<file path="src/hw/vit_pkg.sv">
// constants for the vectored interrupt controller with microsecond timer
package vit_pkg;
    // register bus geometry
    localparam int          ADDR_W        = 8;
    localparam int          DATA_W        = 8;
    // register offsets
    localparam logic [7:0]  OFS_TMR_LO    = 8'h00;
    localparam logic [7:0]  OFS_TMR_HI    = 8'h01;
    localparam logic [7:0]  OFS_INT_STAT  = 8'h02;
    localparam logic [7:0]  OFS_INT_MASK  = 8'h03;
    localparam logic [7:0]  OFS_SINK_IEN  = 8'h04;
    localparam logic [7:0]  OFS_SINK_POL  = 8'h05;
    localparam logic [7:0]  OFS_GP_IEN0   = 8'h06;
    localparam logic [7:0]  OFS_GP_IEN1   = 8'h07;
    localparam logic [7:0]  OFS_GP_IEN2   = 8'h08;
    localparam logic [7:0]  OFS_GP_IEN3   = 8'h09;
    localparam logic [7:0]  OFS_GP_POL    = 8'h0a;
    localparam logic [7:0]  OFS_VECTOR    = 8'h0b;
    // reset values
    localparam logic [7:0]  RST_MASK      = 8'h00;
    localparam logic [7:0]  RST_POL       = 8'h00;
    localparam logic [11:0] RST_TIMER     = 12'h000;
    // interrupt source positions, also their vector numbers
    localparam int          SRC_BUS_RESET = 0;
    localparam int          SRC_TAP_128US = 1;
    localparam int          SRC_TAP_1MS   = 2;
    localparam int          SRC_EP0       = 3;
    localparam int          SRC_EP1       = 4;
    localparam int          SRC_EP2       = 5;
    localparam int          SRC_SINK      = 6;
    localparam int          SRC_GPIO      = 7;
    localparam int          NUM_SRC       = 8;
    // timer geometry and taps
    localparam int          TIMER_W       = 12;
    localparam int          TAP_128US_BIT = 7;
    localparam int          TAP_1MS_BIT   = 10;
    // tick derived from clock rate
    localparam int          CLK_HZ        = 200_000_000;
    localparam int          TICK_HZ       = 1_000_000;
    localparam int          TICK_CYCLES   = CLK_HZ / TICK_HZ;
    localparam logic [7:0]  TICK_LAST     = 8'(TICK_CYCLES - 1);
    // vector register: bit 7 tells a request is present
    localparam int          VEC_VALID_BIT = 7;
endpackage

</file>
<file path="src/hw/vit_edge_det.sv">
// synchronised per-pin edge detector with polarity and enable masks
`timescale 1ns/1ps
module vit_edge_det
    import vit_pkg::*;
#(
    parameter int W = 8
) (
    // clock and reset
    input  wire logic         clk_sys,
    input  wire logic         nrst,
    // pins and configuration
    input  wire logic [W-1:0] pinIn,
    input  wire logic [W-1:0] riseSel,
    input  wire logic [W-1:0] pinEn,
    // result
    output      logic         anyHit
);
    logic [W-1:0] sync1_reg;
    logic [W-1:0] sync2_reg;
    logic [W-1:0] prev_reg;
    logic [W-1:0] hit;

    // 1 selects rising edge, 0 falling edge
    always_comb begin
        for (int i = 0; i < W; i++) begin
            hit[i] = pinEn[i] & (riseSel[i] ? (sync2_reg[i] & ~prev_reg[i])
                                            : (~sync2_reg[i] & prev_reg[i]));
        end
        anyHit = |hit;
    end

    always_ff @(posedge clk_sys or negedge nrst) begin
        if (!nrst) begin
            sync1_reg <= '0;
            sync2_reg <= '0;
            prev_reg  <= '0;
        end else begin
            sync1_reg <= pinIn;
            sync2_reg <= sync1_reg;
            prev_reg  <= sync2_reg;
        end
    end
endmodule // vit_edge_det

</file>
<file path="src/hw/vit_irq_ctrl.sv">
// vectored interrupt controller with free-running microsecond timer
// Operation
// - eight maskable sources, each with own vector
// - sources: bus reset, taps, endpoints, ports
// - timer taps interrupt on rising toggle only
// - endpoint interrupts after any packet transfer
// - per-pin enable mask on sink port
// - per-pin enable mask on general ports
// - sink port edge selectable per pin
// - general port edge selected per port
// - polarity picks rising or falling edge
// - all general pins share one vector
// - sink port has its own vector
// - 12-bit up-counter at 1 MHz ticks
// - low byte read latches top nibble
// - top nibble read returns latched copy
//
// Chosen here: the register addresses and the address-and-strobe port.
`timescale 1ns/1ps
module vit_irq_ctrl
    import vit_pkg::*;
#(
    parameter int SINK_W  = 8,
    parameter int GP_PORTS = 4,
    parameter int GP_W    = 8
) (
    // clock and reset
    input  wire logic                    clk_sys,
    input  wire logic                    nrst,
    // register port
    input  wire logic [ADDR_W-1:0]       regAddr,
    input  wire logic [DATA_W-1:0]       regWrData,
    input  wire logic                    regWr,
    input  wire logic                    regRd,
    output      logic [DATA_W-1:0]       regRdData,
    // usb engine events, same clock
    input  wire logic                    usbBusReset,
    input  wire logic [2:0]              epDone,
    // port pins, asynchronous
    input  wire logic [SINK_W-1:0]       sinkPin,
    input  wire logic [GP_PORTS*GP_W-1:0] gpPin,
    // processor side
    input  wire logic                    intAck,
    output      logic                    irq,
    output      logic [2:0]              irqVector
);
    // tick divider
    logic [7:0]              tickCnt_reg;
    logic [7:0]              tickCnt_next;
    logic                    tick_reg;
    logic                    tick_next;

    // timer and nibble latch
    logic [TIMER_W-1:0]      timer_reg;
    logic [TIMER_W-1:0]      timer_next;
    logic [3:0]              hiHold_reg;
    logic [3:0]              hiHold_next;
    logic                    tap128;
    logic                    tap1ms;

    // configuration
    logic [NUM_SRC-1:0]      intMask_reg;
    logic [NUM_SRC-1:0]      intMask_next;
    logic [SINK_W-1:0]       sinkIen_reg;
    logic [SINK_W-1:0]       sinkIen_next;
    logic [SINK_W-1:0]       sinkPol_reg;
    logic [SINK_W-1:0]       sinkPol_next;
    logic [GP_PORTS*GP_W-1:0] gpIen_reg;
    logic [GP_PORTS*GP_W-1:0] gpIen_next;
    logic [GP_PORTS-1:0]     gpPol_reg;
    logic [GP_PORTS-1:0]     gpPol_next;
    logic [GP_PORTS*GP_W-1:0] gpPolPin;

    // status and presentation
    logic [NUM_SRC-1:0]      status_reg;
    logic [NUM_SRC-1:0]      status_next;
    logic [NUM_SRC-1:0]      srcEvent;
    logic [NUM_SRC-1:0]      clrBits;
    logic [NUM_SRC-1:0]      active;
    logic                    pickValid;
    logic [2:0]              pickIdx;
    logic                    irq_reg;
    logic                    irq_next;
    logic [2:0]              vec_reg;
    logic [2:0]              vec_next;

    // read data
    logic [DATA_W-1:0]       rdData_reg;
    logic [DATA_W-1:0]       rdData_next;

    // port edge events
    logic                    sinkHit;
    logic                    gpHit;

    function automatic logic isAddr(input logic [ADDR_W-1:0] a,
                                    input logic [ADDR_W-1:0] ofs);
        return a == ofs;
    endfunction

    // ---------------------------------------------------------------
    // microsecond tick: one enable pulse every TICK_CYCLES clocks
    always_comb begin
        tick_next    = 1'b0;
        tickCnt_next = tickCnt_reg + 8'h01;
        if (tickCnt_reg == TICK_LAST) begin
            tickCnt_next = 8'h00;
            tick_next    = 1'b1;
        end
    end

    always_ff @(posedge clk_sys or negedge nrst) begin
        if (!nrst) begin
            tickCnt_reg <= 8'h00;
            tick_reg    <= 1'b0;
        end else begin
            tickCnt_reg <= tickCnt_next;
            tick_reg    <= tick_next;
        end
    end

    // ---------------------------------------------------------------
    // free-running timer; wraps silently, firmware differences stay valid
    always_comb begin
        timer_next  = timer_reg;
        hiHold_next = hiHold_reg;
        if (tick_reg) begin
            timer_next = timer_reg + 12'h001;
        end
        // latch uses the value the low-byte read returns, so both halves agree
        if (regRd && isAddr(regAddr, OFS_TMR_LO)) begin
            hiHold_next = timer_reg[TIMER_W-1:8];
        end
    end

    // taps fire only when the bit goes 0 to 1 on this tick
    assign tap128 = tick_reg & ~timer_reg[TAP_128US_BIT] & timer_next[TAP_128US_BIT];
    assign tap1ms = tick_reg & ~timer_reg[TAP_1MS_BIT] & timer_next[TAP_1MS_BIT];

    always_ff @(posedge clk_sys or negedge nrst) begin
        if (!nrst) begin
            timer_reg  <= RST_TIMER;
            hiHold_reg <= 4'h0;
        end else begin
            timer_reg  <= timer_next;
            hiHold_reg <= hiHold_next;
        end
    end

    // ---------------------------------------------------------------
    // port edge detection
    vit_edge_det #(
        .W (SINK_W)
    ) u_sink_edge (
        .clk_sys (clk_sys),
        .nrst    (nrst),
        .pinIn   (sinkPin),
        .riseSel (sinkPol_reg),
        .pinEn   (sinkIen_reg),
        .anyHit  (sinkHit)
    );

    // one polarity bit per port fans out to all its pins
    genvar gp;
    generate
        for (gp = 0; gp < GP_PORTS; gp++) begin : g_gp_pol
            assign gpPolPin[gp*GP_W +: GP_W] = {GP_W{gpPol_reg[gp]}};
        end
    endgenerate

    vit_edge_det #(
        .W (GP_PORTS*GP_W)
    ) u_gp_edge (
        .clk_sys (clk_sys),
        .nrst    (nrst),
        .pinIn   (gpPin),
        .riseSel (gpPolPin),
        .pinEn   (gpIen_reg),
        .anyHit  (gpHit)
    );

    // ---------------------------------------------------------------
    // source collection, one bit per vector
    always_comb begin
        srcEvent                = '0;
        srcEvent[SRC_BUS_RESET] = usbBusReset;
        srcEvent[SRC_TAP_128US] = tap128;
        srcEvent[SRC_TAP_1MS]   = tap1ms;
        srcEvent[SRC_EP0]       = epDone[0];
        srcEvent[SRC_EP1]       = epDone[1];
        srcEvent[SRC_EP2]       = epDone[2];
        srcEvent[SRC_SINK]      = sinkHit;
        srcEvent[SRC_GPIO]      = gpHit;
    end

    // ---------------------------------------------------------------
    // configuration registers
    always_comb begin
        intMask_next = intMask_reg;
        sinkIen_next = sinkIen_reg;
        sinkPol_next = sinkPol_reg;
        gpIen_next   = gpIen_reg;
        gpPol_next   = gpPol_reg;
        if (regWr) begin
            if (isAddr(regAddr, OFS_INT_MASK)) begin
                intMask_next = regWrData[NUM_SRC-1:0];
            end
            if (isAddr(regAddr, OFS_SINK_IEN)) begin
                sinkIen_next = regWrData[SINK_W-1:0];
            end
            if (isAddr(regAddr, OFS_SINK_POL)) begin
                sinkPol_next = regWrData[SINK_W-1:0];
            end
            for (int p = 0; p < GP_PORTS; p++) begin
                if (isAddr(regAddr, OFS_GP_IEN0 + ADDR_W'(p))) begin
                    gpIen_next[p*GP_W +: GP_W] = regWrData[GP_W-1:0];
                end
            end
            if (isAddr(regAddr, OFS_GP_POL)) begin
                gpPol_next = regWrData[GP_PORTS-1:0];
            end
        end
    end

    always_ff @(posedge clk_sys or negedge nrst) begin
        if (!nrst) begin
            intMask_reg <= RST_MASK;
            sinkIen_reg <= RST_MASK;
            sinkPol_reg <= RST_POL;
            gpIen_reg   <= '0;
            gpPol_reg   <= '0;
        end else begin
            intMask_reg <= intMask_next;
            sinkIen_reg <= sinkIen_next;
            sinkPol_reg <= sinkPol_next;
            gpIen_reg   <= gpIen_next;
            gpPol_reg   <= gpPol_next;
        end
    end

    // ---------------------------------------------------------------
    // sticky status: write one to clear, or acknowledge of the presented vector
    // a masked source still records, so unmasking later shows old events
    always_comb begin
        clrBits = '0;
        if (regWr && isAddr(regAddr, OFS_INT_STAT)) begin
            clrBits = regWrData[NUM_SRC-1:0];
        end
        if (intAck && irq_reg) begin
            clrBits[vec_reg] = 1'b1;
        end
        // a new event in the clearing cycle survives
        status_next = (status_reg & ~clrBits) | srcEvent;
    end

    always_ff @(posedge clk_sys or negedge nrst) begin
        if (!nrst) begin
            status_reg <= '0;
        end else begin
            status_reg <= status_next;
        end
    end

    // ---------------------------------------------------------------
    // priority selection and presentation
    assign active = status_reg & intMask_reg;

    vit_prio_enc #(
        .N (NUM_SRC)
    ) u_prio (
        .pend  (active),
        .valid (pickValid),
        .idx   (pickIdx)
    );

    always_comb begin
        irq_next = pickValid;
        vec_next = vec_reg;
        if (pickValid) begin
            vec_next = pickIdx;
        end
    end

    always_ff @(posedge clk_sys or negedge nrst) begin
        if (!nrst) begin
            irq_reg <= 1'b0;
            vec_reg <= 3'h0;
        end else begin
            irq_reg <= irq_next;
            vec_reg <= vec_next;
        end
    end

    // ---------------------------------------------------------------
    // read path, data valid one cycle after the strobe
    always_comb begin
        rdData_next = 8'h00;
        if (regRd) begin
            case (regAddr)
                OFS_TMR_LO:   rdData_next = timer_reg[7:0];
                OFS_TMR_HI:   rdData_next = {4'h0, hiHold_reg};
                OFS_INT_STAT: rdData_next = status_reg;
                OFS_INT_MASK: rdData_next = intMask_reg;
                OFS_SINK_IEN: rdData_next = sinkIen_reg;
                OFS_SINK_POL: rdData_next = sinkPol_reg;
                OFS_GP_IEN0:  rdData_next = gpIen_reg[0*GP_W +: GP_W];
                OFS_GP_IEN1:  rdData_next = gpIen_reg[1*GP_W +: GP_W];
                OFS_GP_IEN2:  rdData_next = gpIen_reg[2*GP_W +: GP_W];
                OFS_GP_IEN3:  rdData_next = gpIen_reg[3*GP_W +: GP_W];
                OFS_GP_POL:   rdData_next = {4'h0, gpPol_reg};
                OFS_VECTOR: begin
                    rdData_next                = {5'h00, vec_reg};
                    rdData_next[VEC_VALID_BIT] = irq_reg;
                end
                default:      rdData_next = 8'h00;
            endcase
        end
    end

    always_ff @(posedge clk_sys or negedge nrst) begin
        if (!nrst) begin
            rdData_reg <= 8'h00;
        end else begin
            rdData_reg <= rdData_next;
        end
    end

    assign regRdData = rdData_reg;
    assign irq       = irq_reg;
    assign irqVector = vec_reg;
endmodule // vit_irq_ctrl

</file>
<file path="src/hw/vit_prio_enc.sv">
// fixed-priority picker, lowest index wins
`timescale 1ns/1ps
module vit_prio_enc
    import vit_pkg::*;
#(
    parameter int N = 8
) (
    // pending requests
    input  wire logic [N-1:0]         pend,
    // choice
    output      logic                 valid,
    output      logic [$clog2(N)-1:0] idx
);
    always_comb begin
        valid = 1'b0;
        idx   = '0;
        for (int i = N - 1; i >= 0; i--) begin
            if (pend[i]) begin
                valid = 1'b1;
                idx   = ($clog2(N))'(i);
            end
        end
    end
endmodule // vit_prio_enc

</file>
<file path="config.mk">
export PLATFORM = sky130hd
export DESIGN_NAME = vit_irq_ctrl
export DESIGN_NICKNAME = d
export VERILOG_FILES = /design/src/hw/vit_pkg.sv /design/src/hw/vit_edge_det.sv /design/src/hw/vit_irq_ctrl.sv /design/src/hw/vit_prio_enc.sv
export SDC_FILE = /design/constraint.sdc
export NUM_CORES = 1
export LEC_CHECK = 0
export BUFFER_PORTS_ARGS = -buffer_cell sky130_fd_sc_hd__buf_2
export CORE_MARGIN = 5
export CORE_UTILIZATION = 59
export DETAILED_ROUTE_END_ITERATION = 7
export PLACE_DENSITY = 0.8
export SLEW_MARGIN = 40
export SYNTH_ARGS = -nofsm -noshare
export SYNTH_HDL_FRONTEND = slang
export SYNTH_SLANG_ARGS = --single-unit
</file>
<file path="constraint.sdc">
create_clock -name clk_sys -period 2 [get_ports clk_sys]
set_input_delay 0.3 -clock clk_sys [delete_from_list [all_inputs] [get_ports clk_sys]]
set_output_delay 0.3 -clock clk_sys [all_outputs]
set_load 0.02 [all_outputs]
</file>
; ---- Yosys cells after proc, flatten, opt, wreduce, memory -nomap -nowiden
; Index checks and enable logic that the tools add are counted.
[classes]
addsub = 2
order_cmp = 2
eq_ne = 12
muxes = 65
n_bitwise = 211
n_reduce_logical = 15
[op_table]
columns = operator, n
row1 = 1-bit bitwise AND, 124
row2 = 8-bit case mux with 12 select lines, 1
row3 = 1-bit inverter, 82
row4 = 1-bit 2-to-1 mux, 50
row5 = 8-bit by 3-bit == test with 1-bit output (second input constant), 4
row6 = 8-bit by 4-bit == test with 1-bit output (second input constant), 4
row7 = 8-bit 2-to-1 mux, 4
row8 = 32-bit OR reduction, 1
row9 = 3-bit 2-to-1 mux, 8
row10 = 8-bit bitwise AND, 2
row11 = 8-bit by 2-bit == test with 1-bit output (second input constant), 2
row12 = 8-bit OR, 2
row13 = 2-bit AND reduction, 8
row14 = 12-bit by 1-bit adder with 12-bit output (second input constant), 1
row15 = 11-bit 2-to-1 mux, 1
row16 = 8-bit by 1-bit adder with 8-bit output (second input constant), 1
row17 = 8-bit by 1-bit == test with 1-bit output (second input constant), 1
row18 = 8-bit == test (second input constant), 1
row19 = 8-bit zero test, 1
row20 = 8-bit inverter, 1
row21 = 8-bit OR reduction, 1
row22 = 1-bit logical AND, 4
row23 = 3-bit by 4-bit less-than comparator with 1-bit output (second input constant), 1
row24 = 1-bit demux with 3-bit select, 1
row25 = 3-bit by 1-bit greater-or-equal comparator with 1-bit output (second input constant), 1
[totals]
regBits = 225
in_bits = 65
out_inout_bits = 12
word_cells = 330

; ---- Depth between registers and ports, before layout
[depth]
depth_word = 9
mapped_depth = 8

; ---- Cells and area by module
; From an unflattened synthesis, not the netlist that was laid out.
[hier_totals]
cells_unflattened = 666
area_unflattened_um2 = 8958.6
[by_module_without_submodules]
columns = module, instances, cells_each, area_per_inst_um2
row1 = vit_irq_ctrl, 1, 399, 4933.5
row2 = vit_edge_det (u_gp_edge), 1, 202, 3156.8
row3 = vit_edge_det (u_sink_edge), 1, 52, 788.3
row4 = vit_prio_enc, 1, 13, 80.1

; ---- Worst setup path before layout
; Ideal clock, no wire load.
[synth_timing]
path_kind = in2reg
from = input regAddr[5]
to = register status_reg[7]
setup_time_ns = 0.139
arrival_time_ns = 1.858
path_slack_ns = 0.004
cell_stages = 6
n_path_buf = 1
cell_sequence = or4_4 nor3_4 and3_1 buf_4 a21oi_1 or4_1
[synth_between]
elab_chain_len = 8
[synth_rtl]
columns = element, line
row1 = start: declaration, vit_irq_ctrl.sv:31  ; input wire logic [ADDR_W-1:0] regAddr,
row2 = 8-bit by 2-bit == test with 1-bit output (*), vit_irq_ctrl.sv:97  ; return a == ofs;
row3 = 1-bit logical AND (*), vit_irq_ctrl.sv:245  ; if (regWr && isAddr(regAddr, OFS_INT_STAT)) begin
row4 = 8-bit 2-to-1 mux (*), vit_irq_ctrl.sv:245
row5 = 8-bit OR (no line), --
row6 = 8-bit 2-to-1 mux (*), vit_irq_ctrl.sv:248  ; if (intAck && irq_reg) begin
row7 = 8-bit inverter (*), vit_irq_ctrl.sv:252  ; status_next = (status_reg & ~clrBits) | srcEvent;
row8 = 8-bit bitwise AND (*), vit_irq_ctrl.sv:252
row9 = 8-bit OR (*), vit_irq_ctrl.sv:252
row10 = via status_next[7], vit_irq_ctrl.sv:76  ; logic [NUM_SRC-1:0] status_next;
row11 = end signal: assignment, vit_irq_ctrl.sv:259  ; status_reg <= status_next;
row12 = end: declaration, vit_irq_ctrl.sv:75  ; logic [NUM_SRC-1:0] status_reg;
; The timed path passes the listed nets; every way through them passes the cells marked *.
; A chain may end at the register's enable or synchronous reset.

; ---- Final worst setup path
[layout_timing]
from = register gpPol_reg[2]
to = register status_reg[7]
[layout_between]
elab_chain_len = 4
elab_cells_between_ends = 18
classes_between = mux (8) / bitwise (9) / reduce/logical (1)
[layout_rtl]
columns = element, line
row1 = start: declaration, vit_irq_ctrl.sv:70  ; logic [GP_PORTS-1:0] gpPol_reg;
row2 = start signal: assignment, vit_irq_ctrl.sv:236  ; gpPol_reg <= gpPol_next;
row3 = 1-bit 2-to-1 mux, vit_edge_det.sv:26  ; hit[i] = pinEn[i] & (riseSel[i] ? (sync2_reg[i] & ~prev_reg[i])
row4 = 1-bit bitwise AND, vit_edge_det.sv:26
row5 = 32-bit OR reduction (*), vit_edge_det.sv:29  ; anyHit = |hit;
row6 = 8-bit OR (*), vit_irq_ctrl.sv:252
row7 = via status_next[7], vit_irq_ctrl.sv:76
; Marks and branches as above.

==> flow_summary.json <==
{
  "drcViolationCount": 0,
  "dpl_cell_area_sq_mm": 0.00975,
  "post_cts_buffers": 0,
  "overflow": 0,
  "r2r.worst_path.cells": 6,
  "synth_area_sq_mm": 0.00882,
  "hp-class": "primary input to flip-flop",
  "ant_nets": 0,
  "synth_top_area_share_pct": 63.8,
  "report.final.slew_viol_count": 0,
  "hold_depth": 3,
  "final_cell_area_sq_mm": 0.0109,
  "synth-edff-count": 0,
  "drt-vias-per-instance": 6.10,
  "yosysSeqAreaShare_pct": 63.8,
  "cts_root_buffer": "clkbuf_16",
  "synth.most_common_cell": "dfrtp_1",
  "initial_utilization_pct": 60.5,
  "rows": 44,
  "skew_ps": 8.12,
  "startpoint": "gpPol_reg[2]",
  "hpwl_um": 16200,
  "worstSetupStartpointType": "flip-flop",
  "fin_setup_tns_ps": 0,
  "grt_use_met2_pct": 47.8,
  "grt_pass1_vias": 6713,
  "peakVddDrop_mv": 0.852,
  "die_y_um": 132,
  "synth_cell_types": 53,
  "grt_pass1_wl_um": 38200,
  "yosys.area.top_type": "dfrtp_1",
  "synth_common_cells": "dfrtp_1 (225), mux2_2 (71), nand2_1 (55)",
  "totalWireLength_um": 23900,
  "nNetsFinal": 912,
  "status": "complete, no violations",
  "drive_above_1_share_pct": 27.9,
  "power_uw": 9960,
  "drt-initial-drc-count": 484,
  "vias": 6374,
  "power.internal_uw": 7510,
  "fin_crit_sh_pct": 93.6,
  "netSwitchingFraction_pct": 24.6,
  "critPathKind": "flip-flop to flip-flop",
  "portBuffers": 76,
  "min-delay-start": "intAck",
  "cts.clk_slew.worst_paths_ps": 60,
  "synth_area_per_cell_sq_um": 13.0,
  "p_comb_share_pct": 9.0,
  "ys_warn_count": 0,
  "ios": 77,
  "synthesis.nets": 744,
  "rr_startpoint": "gpPol_reg[2]",
  "htree_levels": 1,
  "max_freq_ghz": 0.534,
  "clock_latency_ps": 520,
  "coreArea_sq_mm": 0.0146,
  "cap_violations": 0,
  "num_antenna_cells": 0,
  "p_sw_uw": 2450,
  "placed_cells": 959,
  "finalCriticalPeriod_ps": 1870,
  "grtUsageMet3_pct": 4.58,
  "dieArea_sq_mm": 0.0175,
  "routabilityCongestion": 0.990,
  "power.share.sequential_pct": 50.2,
  "synth_ff_type": "dfrtp_1",
  "antenna_found_initial": 0,
  "synthArstFlopShare_pct": 100,
  "met1_usage_pct": 36.3,
  "cts_tree": "yes",
  "clock-sinks": 225,
  "hold_viol_final": 0,
  "crit_arrival_ps": 2260,
  "dr.pass1.iters": 5,
  "grt_max_degree": 68,
  "wl_per_cell_um": 22.9,
  "utilization_pct": 74.8,
  "required_ps": 2390,
  "powerDensity_mw_per_mm2": 913,
  "worst_slew_margin_rel_pct": 63.2,
  "holdPathEnd": "status_reg[2]",
  "syn_to_final_growth_pct": 23.7,
  "cts_buffers": 23,
  "crit_path_max_fanout": 9,
  "fin_cells": 1045,
  "grt_busiest_layer": "met2",
  "die_w_um": 132,
  "grt_usage_pct": 27.7,
  "endpoint_kind": "flip-flop",
  "worst_pin_slew_ps": 551,
  "clock_power_share_pct": 40.8,
  "r2r-end": "status_reg[7]",
  "final-setup-viol-count": 0,
  "yosys-top-cells-area": "dfrtp_1 (64%), mux2_2 (9.1%), nand2_1 (2.3%)",
  "clockBufferDepth": 3,
  "nFillCells": 893,
  "rsz0062_at_grt": "false",
  "ys_seq_elements": 225,
  "synthCells": 677,
  "p_leak_uw": 0.00505,
  "rrSetupSlack_ps": 130
}
[critical path, stage by stage (launching register included)]
cell	delay [ps]
dfrtp_2	490
buf_12	170
and3b_1	200
o21ai_1	200
and4_1	220
nand4_1	70
or4_1	400
[through the flow]
step / hold slack, ps / worst slack [ps]
after global routing: 141 / 45.4
after CTS: 133 / 30.9
after floorplan: 4.41 / 3.61
after detailed placement: 292 / -99.9
final: 146 / 127
after global placement: 286 / -60.6
[final cells by class]
| cell class | instances | area (sq um) | share of cell area (%) |
|---|---|---|---|
| Clock buffer | 33 | 623 | 5.71 |
| Clock inverter | 8 | 86.3 | 0.791 |
| Inverter | 4 | 15.0 | 0.138 |
| Multi-Input combinational cell | 426 | 3090 | 28.3 |
| Sequential cell | 225 | 5630 | 51.6 |
| Tap cell | 184 | 230 | 2.11 |
| Timing Repair Buffer | 165 | 1230 | 11.3 |
[repair_timing]
action | 4_1_cts | 5_1_grt
endpoints found under the setup margin | 1 | 1
hold buffers | 45 | 0
gates resized for setup | 1 | 3
endpoints found under the hold margin | 105 | 0
[cell families after synthesis]
family / count (synthesis) / share of synthesized area, %
buffers and inverters: 26 / 1.16
flip-flops: 225 / 63.8
XOR/XNOR: 16 / 1.59
multiplexers: 85 / 10.9
AO/OA/AOI/OAI: 114 / 8.48
adder cells (fa/ha/maj): 2 / 0.284
AND/OR/NAND/NOR: 209 / 13.7
[power groups by stage]
stage	sequential [uW]	combinational (uW)	clock, uW
floorplan	5030	361	0
global route	5020	970	4330
global placement	5050	803	0
CTS	4990	895	4120
finish	5000	897	4070
detailed placement	5070	819	0
[layer usage]
layer | wire length, um | share of wire (%)
met5 | 0 | 0
met4 | 754 | 3.1
met3 | 1480 | 6.2
met2 | 12200 | 51
met1 | 9540 | 40
[cell usage in the layout, fill, tap and decap left out, drive strengths merged, types with 12 or more instances in the layout]
cell,count
dfrtp,225
buf,120
mux2,71
nand2,56
dlygate4sd3,45
clkbuf,33
o21ai,30
nand3,25
nor3b,22
nor2,21
and3b,20
nand2b,20
o22ai,20
a22oi,18
a21oi,12
mux2i,12
[how the worst max path moves through the flow]
stage               endpoint  slack (ps)  cells past startpoint
2_1_floorplan  status_reg[7]           4                      6
3_3_place_gp   status_reg[7]         -60                      6
3_5_place_dp   status_reg[7]        -100                      6
4_1_cts        status_reg[7]          30                      6
5_1_grt        status_reg[7]          50                      6
6_report       status_reg[7]         130                      6
No activity file was read; power rests on OpenSTA's default activity.
